## config.mk

```make
export PLATFORM = sky130hd
export DESIGN_NAME = prr_top
export DESIGN_NICKNAME = d
export VERILOG_FILES = /design/src/prr_pkg.sv /design/src/prr_xlate_if.sv /design/src/prr_index_file.sv /design/src/prr_entry_check.sv /design/src/prr_top.sv
export VERILOG_INCLUDE_DIRS = /design/src
export SDC_FILE = /design/constraint.sdc
export NUM_CORES = 2
export LEC_CHECK = 0
export ABC_AREA = 0
export ABC_CLOCK_PERIOD_IN_PS = 5350
export BUFFER_PORTS_ARGS = -buffer_cell sky130_fd_sc_hd__buf_4
export CAP_MARGIN = 0
export CORE_MARGIN = 4
export CORE_UTILIZATION = 45
export CTS_BUF_LIST = sky130_fd_sc_hd__clkbuf_8
export DETAILED_ROUTE_END_ITERATION = 7
export GPL_TIMING_DRIVEN = 1
export HOLD_SLACK_MARGIN = 0.1
export PLACE_DENSITY = 0.62
export SETUP_SLACK_MARGIN = 0.02
export SLEW_MARGIN = 10
export SYNTH_ARGS = -nofsm -noshare
export SYNTH_HDL_FRONTEND = slang
export SYNTH_HIERARCHICAL = 1
export SYNTH_SLANG_ARGS = --single-unit
```

## constraint.sdc

```tcl
create_clock -name ref_clk -period 5.35 [get_ports ref_clk]
set_input_delay 0.2675 -clock ref_clk [delete_from_list [all_inputs] [get_ports ref_clk]]
set_output_delay 0.2675 -clock ref_clk [all_outputs]
set_load 0.005 [all_outputs]
```

## src/prr_defines.svh

```systemverilog
// register offsets, field positions and reset values for the page relocation
// unit; assumes a 32-bit register port addressed in bytes
`ifndef PRR_DEFINES_SVH
`define PRR_DEFINES_SVH

// ****************************************************************
// register offsets
// ****************************************************************
`define PRR_OFF_CTRL 8'h00
`define PRR_OFF_STATUS 8'h04
`define PRR_OFF_MASK 8'h08
`define PRR_OFF_MODE 8'h0c
`define PRR_OFF_MAP_PTR 8'h10
`define PRR_OFF_MAP_DATA 8'h14
`define PRR_OFF_FAULT_ADDR 8'h18

// ****************************************************************
// page map entry fields
// ****************************************************************
`define PRR_EXCL_BIT 11
`define PRR_QLEN_MSB 10
`define PRR_QLEN_LSB 9
`define PRR_PAGE_MSB 8
`define PRR_PAGE_LSB 2
`define PRR_SQ_MSB 1
`define PRR_SQ_LSB 0

// ****************************************************************
// program address fields
// ****************************************************************
`define PRR_PA_LOC_MSB 14
`define PRR_PA_LOC_LSB 12
`define PRR_PA_HALF_BIT 11
`define PRR_PA_QTR_MSB 10
`define PRR_PA_QTR_LSB 9
`define PRR_PA_WORD_MSB 8

// ****************************************************************
// control and status fields, reset values
// ****************************************************************
`define PRR_CTRL_IGRP_LSB 0
`define PRR_CTRL_OGRP_LSB 4
`define PRR_ST_EXCL 0
`define PRR_ST_UNADDR 1
`define PRR_ST_QLEN 2
`define PRR_STATUS_RST 3'h0
`define PRR_MASK_RST 3'h0
`define PRR_GROUP_RST 3'h0

`endif

```

## src/prr_pkg.sv

```systemverilog
// types shared by the page relocation unit modules
// assumes prr_defines.svh sits beside it
package prr_pkg;

    // addressing mode; gray order along enter-program and operand relocation
    typedef enum logic [1:0] {
        PRR_MON_INIT = 2'h0,
        PRR_MON_OPER = 2'h1,
        PRR_PROG_OPER = 2'h3,
        PRR_PROG_INSTR = 2'h2
    } prr_mode_t;

    // whole state of the top module
    typedef struct packed {
        prr_mode_t mode;
        logic [2:0] instrGroup;
        logic [2:0] operGroup;
        logic [6:0] mapPtr;
        logic [2:0] status;
        logic [2:0] mask;
        logic [2:0] lastGroup;
        logic [17:0] faultAddr;
        logic [17:0] coreAddr;
        logic coreLeft;
        logic coreRight;
        logic coreWr;
        logic coreRd;
        logic fault;
        logic [31:0] rdata;
    } prr_main_t;

endpackage

```

## src/prr_xlate_if.sv

```systemverilog
// lookup-to-check carrier between the top and the entry checker
// assumes all signals are combinational within one ref_clk cycle
interface prr_xlate_if;
    logic [11:0] entry;
    logic [14:0] progAddr;
    logic isWrite;
    logic locZero;
    logic suppress;
    logic [17:0] physAddr;
    logic exclFault;
    logic unaddrFault;
    logic lenFault;

    modport check (
        input entry, progAddr, isWrite, locZero, suppress,
        output physAddr, exclFault, unaddrFault, lenFault
    );
    modport user (
        output entry, progAddr, isWrite, locZero, suppress,
        input physAddr, exclFault, unaddrFault, lenFault
    );
endinterface

```

## src/prr_index_file.sv

```systemverilog
// page map storage: locations of two indexes each, one write port and two
// combinational read ports; contents are not reset, software loads them
module prr_index_file
    import prr_pkg::*;
#(
    parameter int DEPTH = 64,
    parameter int INDEX_W = 12,
    parameter int LOC_W = $clog2(DEPTH)
)
(
    input wire logic ref_clk,
    input wire logic wrEn,
    input wire logic [LOC_W-1:0] wrLoc,
    input wire logic wrHalf,
    input wire logic [INDEX_W-1:0] wrData,
    input wire logic [LOC_W-1:0] lkLoc,
    input wire logic lkHalf,
    output logic [INDEX_W-1:0] lkEntry,
    input wire logic [LOC_W-1:0] swLoc,
    input wire logic swHalf,
    output logic [INDEX_W-1:0] swEntry
);
    // even index in the upper half, odd index in the lower half
    logic [2*INDEX_W-1:0] mem [DEPTH];

    // one index written at a time, the other half of the word kept
    always_ff @(posedge ref_clk)
    begin
        if (wrEn)
        begin
            if (wrHalf)
                mem[wrLoc][INDEX_W-1:0] <= wrData;
            else
                mem[wrLoc][2*INDEX_W-1:INDEX_W] <= wrData;
        end
    end

    // address bit 11 picks the index of the pair
    assign lkEntry = lkHalf ? mem[lkLoc][INDEX_W-1:0]
                            : mem[lkLoc][2*INDEX_W-1:INDEX_W];
    assign swEntry = swHalf ? mem[swLoc][INDEX_W-1:0]
                            : mem[swLoc][2*INDEX_W-1:INDEX_W];
endmodule

```

## src/prr_entry_check.sv

```systemverilog
// decodes one page map entry against a program address: relocation and
// protection checks, purely combinational; clock only for its assertions
`include "prr_defines.svh"
module prr_entry_check
    import prr_pkg::*;
(
    input wire logic ref_clk,
    input wire logic rst,
    prr_xlate_if.check x
);
    logic excl;
    logic [1:0] qLen;
    logic [6:0] page;
    logic [1:0] startQ;
    logic [1:0] relQ;
    logic [1:0] physQ;

    // field split; location zero forces page and start quarter to zero
    always_comb
    begin
        excl = x.entry[`PRR_EXCL_BIT];
        qLen = x.entry[`PRR_QLEN_MSB:`PRR_QLEN_LSB];
        page = x.locZero ? 7'h00 : x.entry[`PRR_PAGE_MSB:`PRR_PAGE_LSB];
        startQ = x.locZero ? 2'h0 : x.entry[`PRR_SQ_MSB:`PRR_SQ_LSB];
        relQ = x.progAddr[`PRR_PA_QTR_MSB:`PRR_PA_QTR_LSB];
        physQ = 2'(startQ + relQ); // carry dropped, wraps in page
    end

    // page on top, quarter sum, then the word offset unchanged
    assign x.physAddr = {page, physQ,
        x.progAddr[`PRR_PA_WORD_MSB:0]};

    // write-excluded page, unaddressable page, quarter beyond length
    assign x.exclFault = x.isWrite && excl
        && ({qLen, page, startQ} != 11'h000);
    assign x.unaddrFault = excl && ({qLen, page, startQ} == 11'h000);
    assign x.lenFault = !x.suppress && (qLen != 2'h0)
        && (relQ >= qLen); // zero length is a full page
endmodule

```

## src/prr_top.sv

```systemverilog
// page relocation unit: turns a 15-bit program address and a 3-bit group
// number into an 18-bit core address with protection checks; assumes the
// processor drives its pulses from logic on ref_clk
//
// How it works
// group and top four bits pick entry
// address bit 11 picks half of location
// group zero in supervisor, else mode-selected; PRR_MON_OPER operands use the operand group
// entry holds exclusion, length, page, start quarter
// exclusion clear allows reads and writes
// excluded nonzero entry faults on writes
// excluded all-zero entry is unaddressable, faults
// page field gives the top seven bits
// address bit 17 picks left or right
// pages are four quarters, zero length full
// start quarter sets first physical quarter
// quarter adder sums start quarter, bits 9-10
// adder carry dropped, quarter wraps
// quarter at or beyond length faults
// no length fault in supervisor or io
// page and adder sum form high bits
// low nine bits pass unchanged
// location zero forces page and quarter zero
// faulting write never reaches core
//
// Chosen here: the register offsets and the plain strobed port.
`include "prr_defines.svh"
module prr_top
    import prr_pkg::*;
(
    input wire logic ref_clk,
    input wire logic rst,
    input wire logic [7:0] regAddr,
    input wire logic [31:0] regWdata,
    input wire logic regWr,
    input wire logic regRd,
    output logic [31:0] regRdata,
    input wire logic refValid,
    input wire logic refWrite,
    input wire logic refInstr,
    input wire logic refIo,
    input wire logic [14:0] refProgAddr,
    input wire logic enterProgram,
    input wire logic relocOperand,
    input wire logic relocInstr,
    input wire logic interruptTaken,
    output logic [17:0] coreAddr,
    output logic coreLeftSel,
    output logic coreRightSel,
    output logic coreWrEn,
    output logic coreRdEn,
    output logic illegalWrite,
    output logic supervisorState,
    output logic irq
);
    prr_main_t st_ff;
    prr_main_t nxt_st;
    prr_xlate_if x ();
    logic [2:0] group;
    logic [11:0] swEntry;
    logic mapWr;
    logic anyFault;
    logic [2:0] events;
    logic [2:0] clearBits;
    logic fetch;

    // ****************************************************************
    // group selection and lookup
    // ****************************************************************

    // an io transfer is never a fetch, even if the fetch flag is left high,
    // so channel data lands in the operand group in both operand modes
    assign fetch = refInstr && !refIo;

    // instruction fetches follow program state, operands follow the mode;
    // io references take the operand group in the two operand modes
    always_comb
    begin
        group = `PRR_GROUP_RST; // supervisor start and interrupts
        case (st_ff.mode)
            PRR_MON_INIT: group = `PRR_GROUP_RST;
            PRR_MON_OPER: group = fetch ? `PRR_GROUP_RST : st_ff.operGroup;
            PRR_PROG_OPER: group = fetch ? st_ff.instrGroup
                                         : st_ff.operGroup;
            PRR_PROG_INSTR: group = st_ff.instrGroup;
            default: group = `PRR_GROUP_RST;
        endcase
    end

    // map data port writes the index that the map pointer names
    assign mapWr = regWr && (regAddr == `PRR_OFF_MAP_DATA);

    // group in the high location bits, address bits 14..12 below
    prr_index_file #(
        .DEPTH(64),
        .INDEX_W(12)
    ) u_file (
        .ref_clk(ref_clk),
        .wrEn(mapWr),
        .wrLoc(st_ff.mapPtr[6:1]),
        .wrHalf(st_ff.mapPtr[0]),
        .wrData(regWdata[11:0]),
        .lkLoc({group, refProgAddr[`PRR_PA_LOC_MSB:`PRR_PA_LOC_LSB]}),
        .lkHalf(refProgAddr[`PRR_PA_HALF_BIT]),
        .lkEntry(x.entry),
        .swLoc(st_ff.mapPtr[6:1]),
        .swHalf(st_ff.mapPtr[0]),
        .swEntry(swEntry)
    );

    // location zero is group zero with bits 14..12 clear, both halves
    assign x.progAddr = refProgAddr;
    assign x.isWrite = refWrite;
    assign x.locZero = (group == 3'h0)
        && (refProgAddr[`PRR_PA_LOC_MSB:`PRR_PA_LOC_LSB] == 3'h0);
    assign x.suppress = !st_ff.mode[1] || refIo;

    prr_entry_check u_check (
        .ref_clk(ref_clk),
        .rst(rst),
        .x(x)
    );

    // ****************************************************************
    // fault events and interrupt status
    // ****************************************************************
    // one event bit per fault kind, only for a taken reference
    always_comb
    begin
        events = 3'h0;
        events[`PRR_ST_EXCL] = refValid && x.exclFault;
        events[`PRR_ST_UNADDR] = refValid && x.unaddrFault;
        events[`PRR_ST_QLEN] = refValid && x.lenFault;
        anyFault = |events;
        clearBits = (regWr && (regAddr == `PRR_OFF_STATUS))
            ? regWdata[2:0] : 3'h0;
    end

    // ****************************************************************
    // next state
    // ****************************************************************
    always_comb
    begin
        nxt_st = st_ff;

        // mode walk; an interrupt beats every other pulse
        if (interruptTaken)
            nxt_st.mode = PRR_MON_INIT;
        else if (enterProgram)
            nxt_st.mode = (st_ff.mode == PRR_MON_OPER) ? PRR_PROG_OPER
                        : (st_ff.mode == PRR_MON_INIT) ? PRR_PROG_INSTR
                        : st_ff.mode;
        else if (relocOperand)
            nxt_st.mode = st_ff.mode[1] ? PRR_PROG_OPER : PRR_MON_OPER;
        else if (relocInstr)
            nxt_st.mode = st_ff.mode[1] ? PRR_PROG_INSTR : PRR_MON_INIT;

        // register writes; the map data port is written through mapWr
        if (regWr)
        begin
            case (regAddr)
                `PRR_OFF_CTRL:
                begin
                    nxt_st.instrGroup = regWdata[`PRR_CTRL_IGRP_LSB +: 3];
                    nxt_st.operGroup = regWdata[`PRR_CTRL_OGRP_LSB +: 3];
                end
                `PRR_OFF_MASK: nxt_st.mask = regWdata[2:0];
                `PRR_OFF_MAP_PTR: nxt_st.mapPtr = regWdata[6:0];
                default: nxt_st.mapPtr = st_ff.mapPtr;
            endcase
        end

        // sticky status: a fault in the clearing cycle stays set
        nxt_st.status = (st_ff.status & ~clearBits) | events;

        // core strobes last one cycle; a faulting write is withheld
        nxt_st.coreLeft = 1'b0;
        nxt_st.coreRight = 1'b0;
        nxt_st.coreWr = 1'b0;
        nxt_st.coreRd = 1'b0;
        nxt_st.fault = 1'b0;
        if (refValid)
        begin
            nxt_st.coreAddr = x.physAddr;
            nxt_st.lastGroup = group;
            nxt_st.fault = anyFault;
            nxt_st.coreLeft = !anyFault && x.physAddr[17];
            nxt_st.coreRight = !anyFault && !x.physAddr[17];
            nxt_st.coreWr = refWrite && !anyFault;
            nxt_st.coreRd = !refWrite && !anyFault;
            if (anyFault)
                nxt_st.faultAddr = {group, refProgAddr};
        end

        // read data stands in the cycle after the strobe only
        nxt_st.rdata = 32'h0;
        if (regRd)
        begin
            case (regAddr)
                `PRR_OFF_CTRL:
                    nxt_st.rdata = {25'h0, st_ff.operGroup, 1'b0,
                                    st_ff.instrGroup};
                `PRR_OFF_STATUS: nxt_st.rdata = {29'h0, st_ff.status};
                `PRR_OFF_MASK: nxt_st.rdata = {29'h0, st_ff.mask};
                `PRR_OFF_MODE:
                    nxt_st.rdata = {25'h0, st_ff.lastGroup, 2'h0,
                                    st_ff.mode};
                `PRR_OFF_MAP_PTR: nxt_st.rdata = {25'h0, st_ff.mapPtr};
                `PRR_OFF_MAP_DATA: nxt_st.rdata = {20'h0, swEntry};
                `PRR_OFF_FAULT_ADDR: nxt_st.rdata = {14'h0, st_ff.faultAddr};
                default: nxt_st.rdata = 32'h0;
            endcase
        end
    end

    // ****************************************************************
    // state register
    // ****************************************************************
    // synchronous reset only; the page map is left alone so that a reset
    // does not cost software a full reload of the tables
    always_ff @(posedge ref_clk)
    begin
        if (rst)
        begin
            st_ff <= prr_main_t'('0);
            st_ff.status <= `PRR_STATUS_RST;
            st_ff.mask <= `PRR_MASK_RST;
        end
        else
            st_ff <= nxt_st;
    end

    // outputs straight from flip-flops except the level interrupt and the inverted supervisorState;
    // irq falls as soon as software clears or masks the bit
    assign regRdata = st_ff.rdata;
    assign coreAddr = st_ff.coreAddr;
    assign coreLeftSel = st_ff.coreLeft;
    assign coreRightSel = st_ff.coreRight;
    assign coreWrEn = st_ff.coreWr;
    assign coreRdEn = st_ff.coreRd;
    assign illegalWrite = st_ff.fault;
    assign supervisorState = !st_ff.mode[1];
    assign irq = |(st_ff.status & st_ff.mask);
endmodule

```

==> out/summary.txt <==
Total DRC errors in the routed layout - 0
Number of antenna violations at the first check in global routing - 20
Total core area - 0.165 mm^2
Setup tns final - 0 ns
Worst Path Required - 6.27 ns
Final slew viol count - 0
Delay contributed by the slowest stage of the critical path - 0.62 ns
Max-Cap Viols - 0
Synthesis Warnings - 6
Register-to-Register Setup Slack - 0.09 ns
Ratio of cells with drive above 1 in the final layout - 44.2%
RePlAce Congestion - 0.867
H-tree levels - 5
Hold path depth - 5
Area delta synth->final - 13.6%
Count of TritonRoute iterations in the first routing pass - 6
Start point of the worst min-delay path - relocInstr
Final HPWL from detailed placement - 138 mm
Total wire length - 223 mm
Leakage power - 0.0263 uW
Setup Slack @ Placement - 0.399 ns
Final Net Count - 3,873
Capturing point of the worst reg2reg path - coreRdEn
P_int - 20,100 uW
Count of nets left with antenna violations after detail routing - 0
Final min period - 5.26 ns
CP endpoint kind - flop
Worst-case hold path end point - st_ff[95]
Netlist Area Pre-Place - 0.0748 mm^2
Startpoint types - flop
Clock net sink count - 1,619
Proportion of power drawn by flip-flops and latches - 53.8%
Final Hold Fails - 0
IR drop worst, VDD - 0.201 mV
Unrepaired setup endpoints after global routing - true
GRT Total Usage - 25.8%
Count of input and output buffers - 89
Proportion of netlist area held by the largest area contributor - 61.6%
Hold/Removal Path Class - input pin to flop
Worst reg2reg path startpoint - st_ff[95]
Data arrival time of the critical path - 6.18 ns
Final setup violation count - 0
Gate family responsible for the most delay along the worst path - buffers and inverters
Dominant synthesized flop cell - edfxtp_1
DR iter-0 viols - 5,186
Number of global-route vias before repair - 42,600
Most numerous cell on the critical path - buf_4
Top-level port count - 124
Die outline width - 416 um
Slew HR - 24.4%
Ratio of routed vias to standard cells - 6.60
Pin count of the biggest net entering global routing - 85
Share of total power in the clock network - 41.4%
Type of the setup path with the least slack - flop to flop
Power density over cell area - 304 mW/mm^2
Area occupied by multi-input gates - 0.0254 mm^2
Final Cycle Share - 98.3%
Transition at the pin with the smallest max-transition slack - 1.13 ns
Area taken by flip-flops and latches - 0.0478 mm^2
Total of flip-flops plus latches after synthesis - 1,619
Post-synthesis cell type count - 49
Die height - 416 um
Area leader, netlist - edfxtp_1
Depth of the worst register-to-register path - 17
Switching power share of the total - 22.1%
Fraction of the yosys area taken by sequential cells - 63.9%
Maximum clock rate - 190 MHz
Cells along the critical path - o21ai_0 > buf_4 > mux2i_1 > buf_4 > inv_8 > buf_12 > mux4_2 > mux4_2 > mux2_2 > nor4_2 > a31oi_1 > o311a_1 > o31ai_4 > buf_4 > nand3b_1 > nor2_1 > dlygate4sd3_1
Clock root buffer master - clkbuf_8
Result of the run - completed
Mapped Avg Cell Area - 21.9 um^2
Clock latency on the worst-skew pair - 1.03 ns
Switching component of the power - 5700 uW
Global-route wire length before repair - 315 mm
Main area contributors after synthesis - edfxtp_1, mux4_2, dfxtp_1
Max Root-Sink Buffers - 4
Critical-path maximum fanout - 20
Clock buffers created by TritonCTS - 284
Critical path's slowest cell - mux4_2
Worst setup skew after layout - 0.0829 ns
FP Rows - 149
Die Outline Area - 0.173 mm^2
Routed length per placed instance - 36.1 um
Number of enable flip-flop cells after synthesis - 1,536
Combinational power share - 4.8%
Clock Pin Slew Worst Setup and Hold Paths - 0.06 ns
Cell count after synthesis - 3,410
Clock tree from TritonCTS - built
Commonest cells in the netlist - edfxtp_1, mux4_2, nor2_1
Initial core utilization - 45.3%
Fillers - 12,800
Synth async-reset ratio - 0%
Buffering stage count on the worst path with inverters included - 6
Cell with the most instances after synthesis - edfxtp_1
Final worst slack - 0.0936 ns
Routed vias - 40,800
Gr ovfl total - 0
==> cell type report <==
cell class,instances,share of cell area (%)
repair buffers,419,4.58
flip-flops and latches,1619,56.2
diodes,12,0.0353
multi-input cells,1469,29.9
clock inverters,164,1.22
inverters,10,0.0530
well taps,2189,3.22
clock buffers,296,4.79
==> state kept, by name, summed over array words and instances (netlist names) <==
register	count
coreAddr	18
coreRdEn	1
u_file/mem	1536
illegalWrite	1
st_ff	42
regRdata	18
coreWrEn	1
coreRightSel	1
coreLeftSel	1
==> power groups by stage <==
stage | logic (uW) | clock network (uW) | registers, uW
floorplan | 671 | 0 | 14200
global placement | 1170 | 0 | 14200
detailed placement | 1200 | 0 | 14200
CTS | 1240 | 10900 | 13900
global route | 1310 | 11500 | 13900
finish | 1240 | 10700 | 13900
==> metal layers <==
| layer | up-vias | global-route usage [%] | share of wire [%] |
|---|---|---|---|
| li1 | 15700 | - | - |
| met1 | 22000 | 35.7 | 38 |
| met2 | 2548 | 39.8 | 47 |
| met3 | 502 | 6.41 | 11 |
| met4 | 8 | 10.0 | 4.1 |
| met5 | - | 0 | 0.018 |
==> worst reg2reg max path, stage by stage, from the launching register on <==
cell and delay, ns:
dfxtp_1 0.39, o21ai_0 0.20, buf_4 0.21, mux2i_1 0.12, buf_4 0.17, inv_8 0.23
buf_12 0.32, mux4_2 0.46, mux4_2 0.62, mux2_2 0.37, nor4_2 0.27, a31oi_1 0.16
o311a_1 0.38, o31ai_4 0.23, buf_4 0.25, nand3b_1 0.12, nor2_1 0.11, dlygate4sd3_1 0.56
==> through the flow <==
step | area, um^2 | hold slack, ns | util [%] | std cells | power [uW]
floorplan | 74900 | 0.340 | - | 3423 | 14800
global placement | 79100 | 0.441 | 47.9 | 5629 | 15300
detailed placement | 79100 | 0.444 | 47.9 | 5629 | 15400
CTS | 84900 | 0.106 | 51.4 | 6164 | 26100
global route | 85000 | 0.174 | 51.5 | 6171 | 26700
finish | 85000 | 0.196 | 51.5 | 6178 | 25800
==> kinds of logic (layout without fill, tap and decap cells) <==
group,Yosys count,after routing,share of synthesized area (%)
DFF,1619,1619,63.9
muxes,1080,1080,31.4
buffers and inverters,335,889,2.30
and+or+nand+nor,310,310,1.85
AOI/OAI and AO/OA,60,60,0.552
adders and majority gates,3,3,0.0502
xor gates and xnor gates,2,2,0.0234
other,1,26,0.00501
==> how the worst max path moves through the flow <==
stage / from / endpoint / slack [ns] / depth (start not counted)
floorplan: refInstr / st_ff[70] / 0.86 / 18
global placement: refInstr / st_ff[56] / 0.38 / 18
detailed placement: refIo / st_ff[56] / 0.40 / 17
CTS: st_ff[85] / regRdata[3] / 0.12 / 12
global route: st_ff[95] / coreRdEn / 0.02 / 17
finish: st_ff[95] / coreRdEn / 0.09 / 17
==> placed cells by master, fill, tap and decap left out, types with 26 or more instances in the layout <==
| cell type | Yosys | final |
|---|---|---|
| nor2_1 | 188 | 179 |
| mux2i_1 | 45 | 45 |
| clkinv_1 | 0 | 37 |
| inv_1 | 10 | 82 |
| mux2_2 | 26 | 26 |
| clkinv_2 | 0 | 29 |
| mux4_2 | 1009 | 1009 |
| dfxtp_1 | 83 | 77 |
| edfxtp_1 | 1536 | 1536 |
| clkbuf_8 | 0 | 297 |
| dlygate4sd3_1 | 0 | 75 |
| buf_4 | 86 | 298 |
| buf_12 | 0 | 43 |
| nand2_1 | 51 | 51 |
==> what timing repair did <==
| item | CTS | global route |
|---|---|---|
| buffers inserted | 0 | 2 |
| endpoints found under the setup margin | 0 | 3 |
| hold endpoints to repair | 786 | 0 |
| resized for setup | 0 | 1 |
| hold buffers | 75 | 0 |
Note: power is estimated with default switching activity, not from simulation.
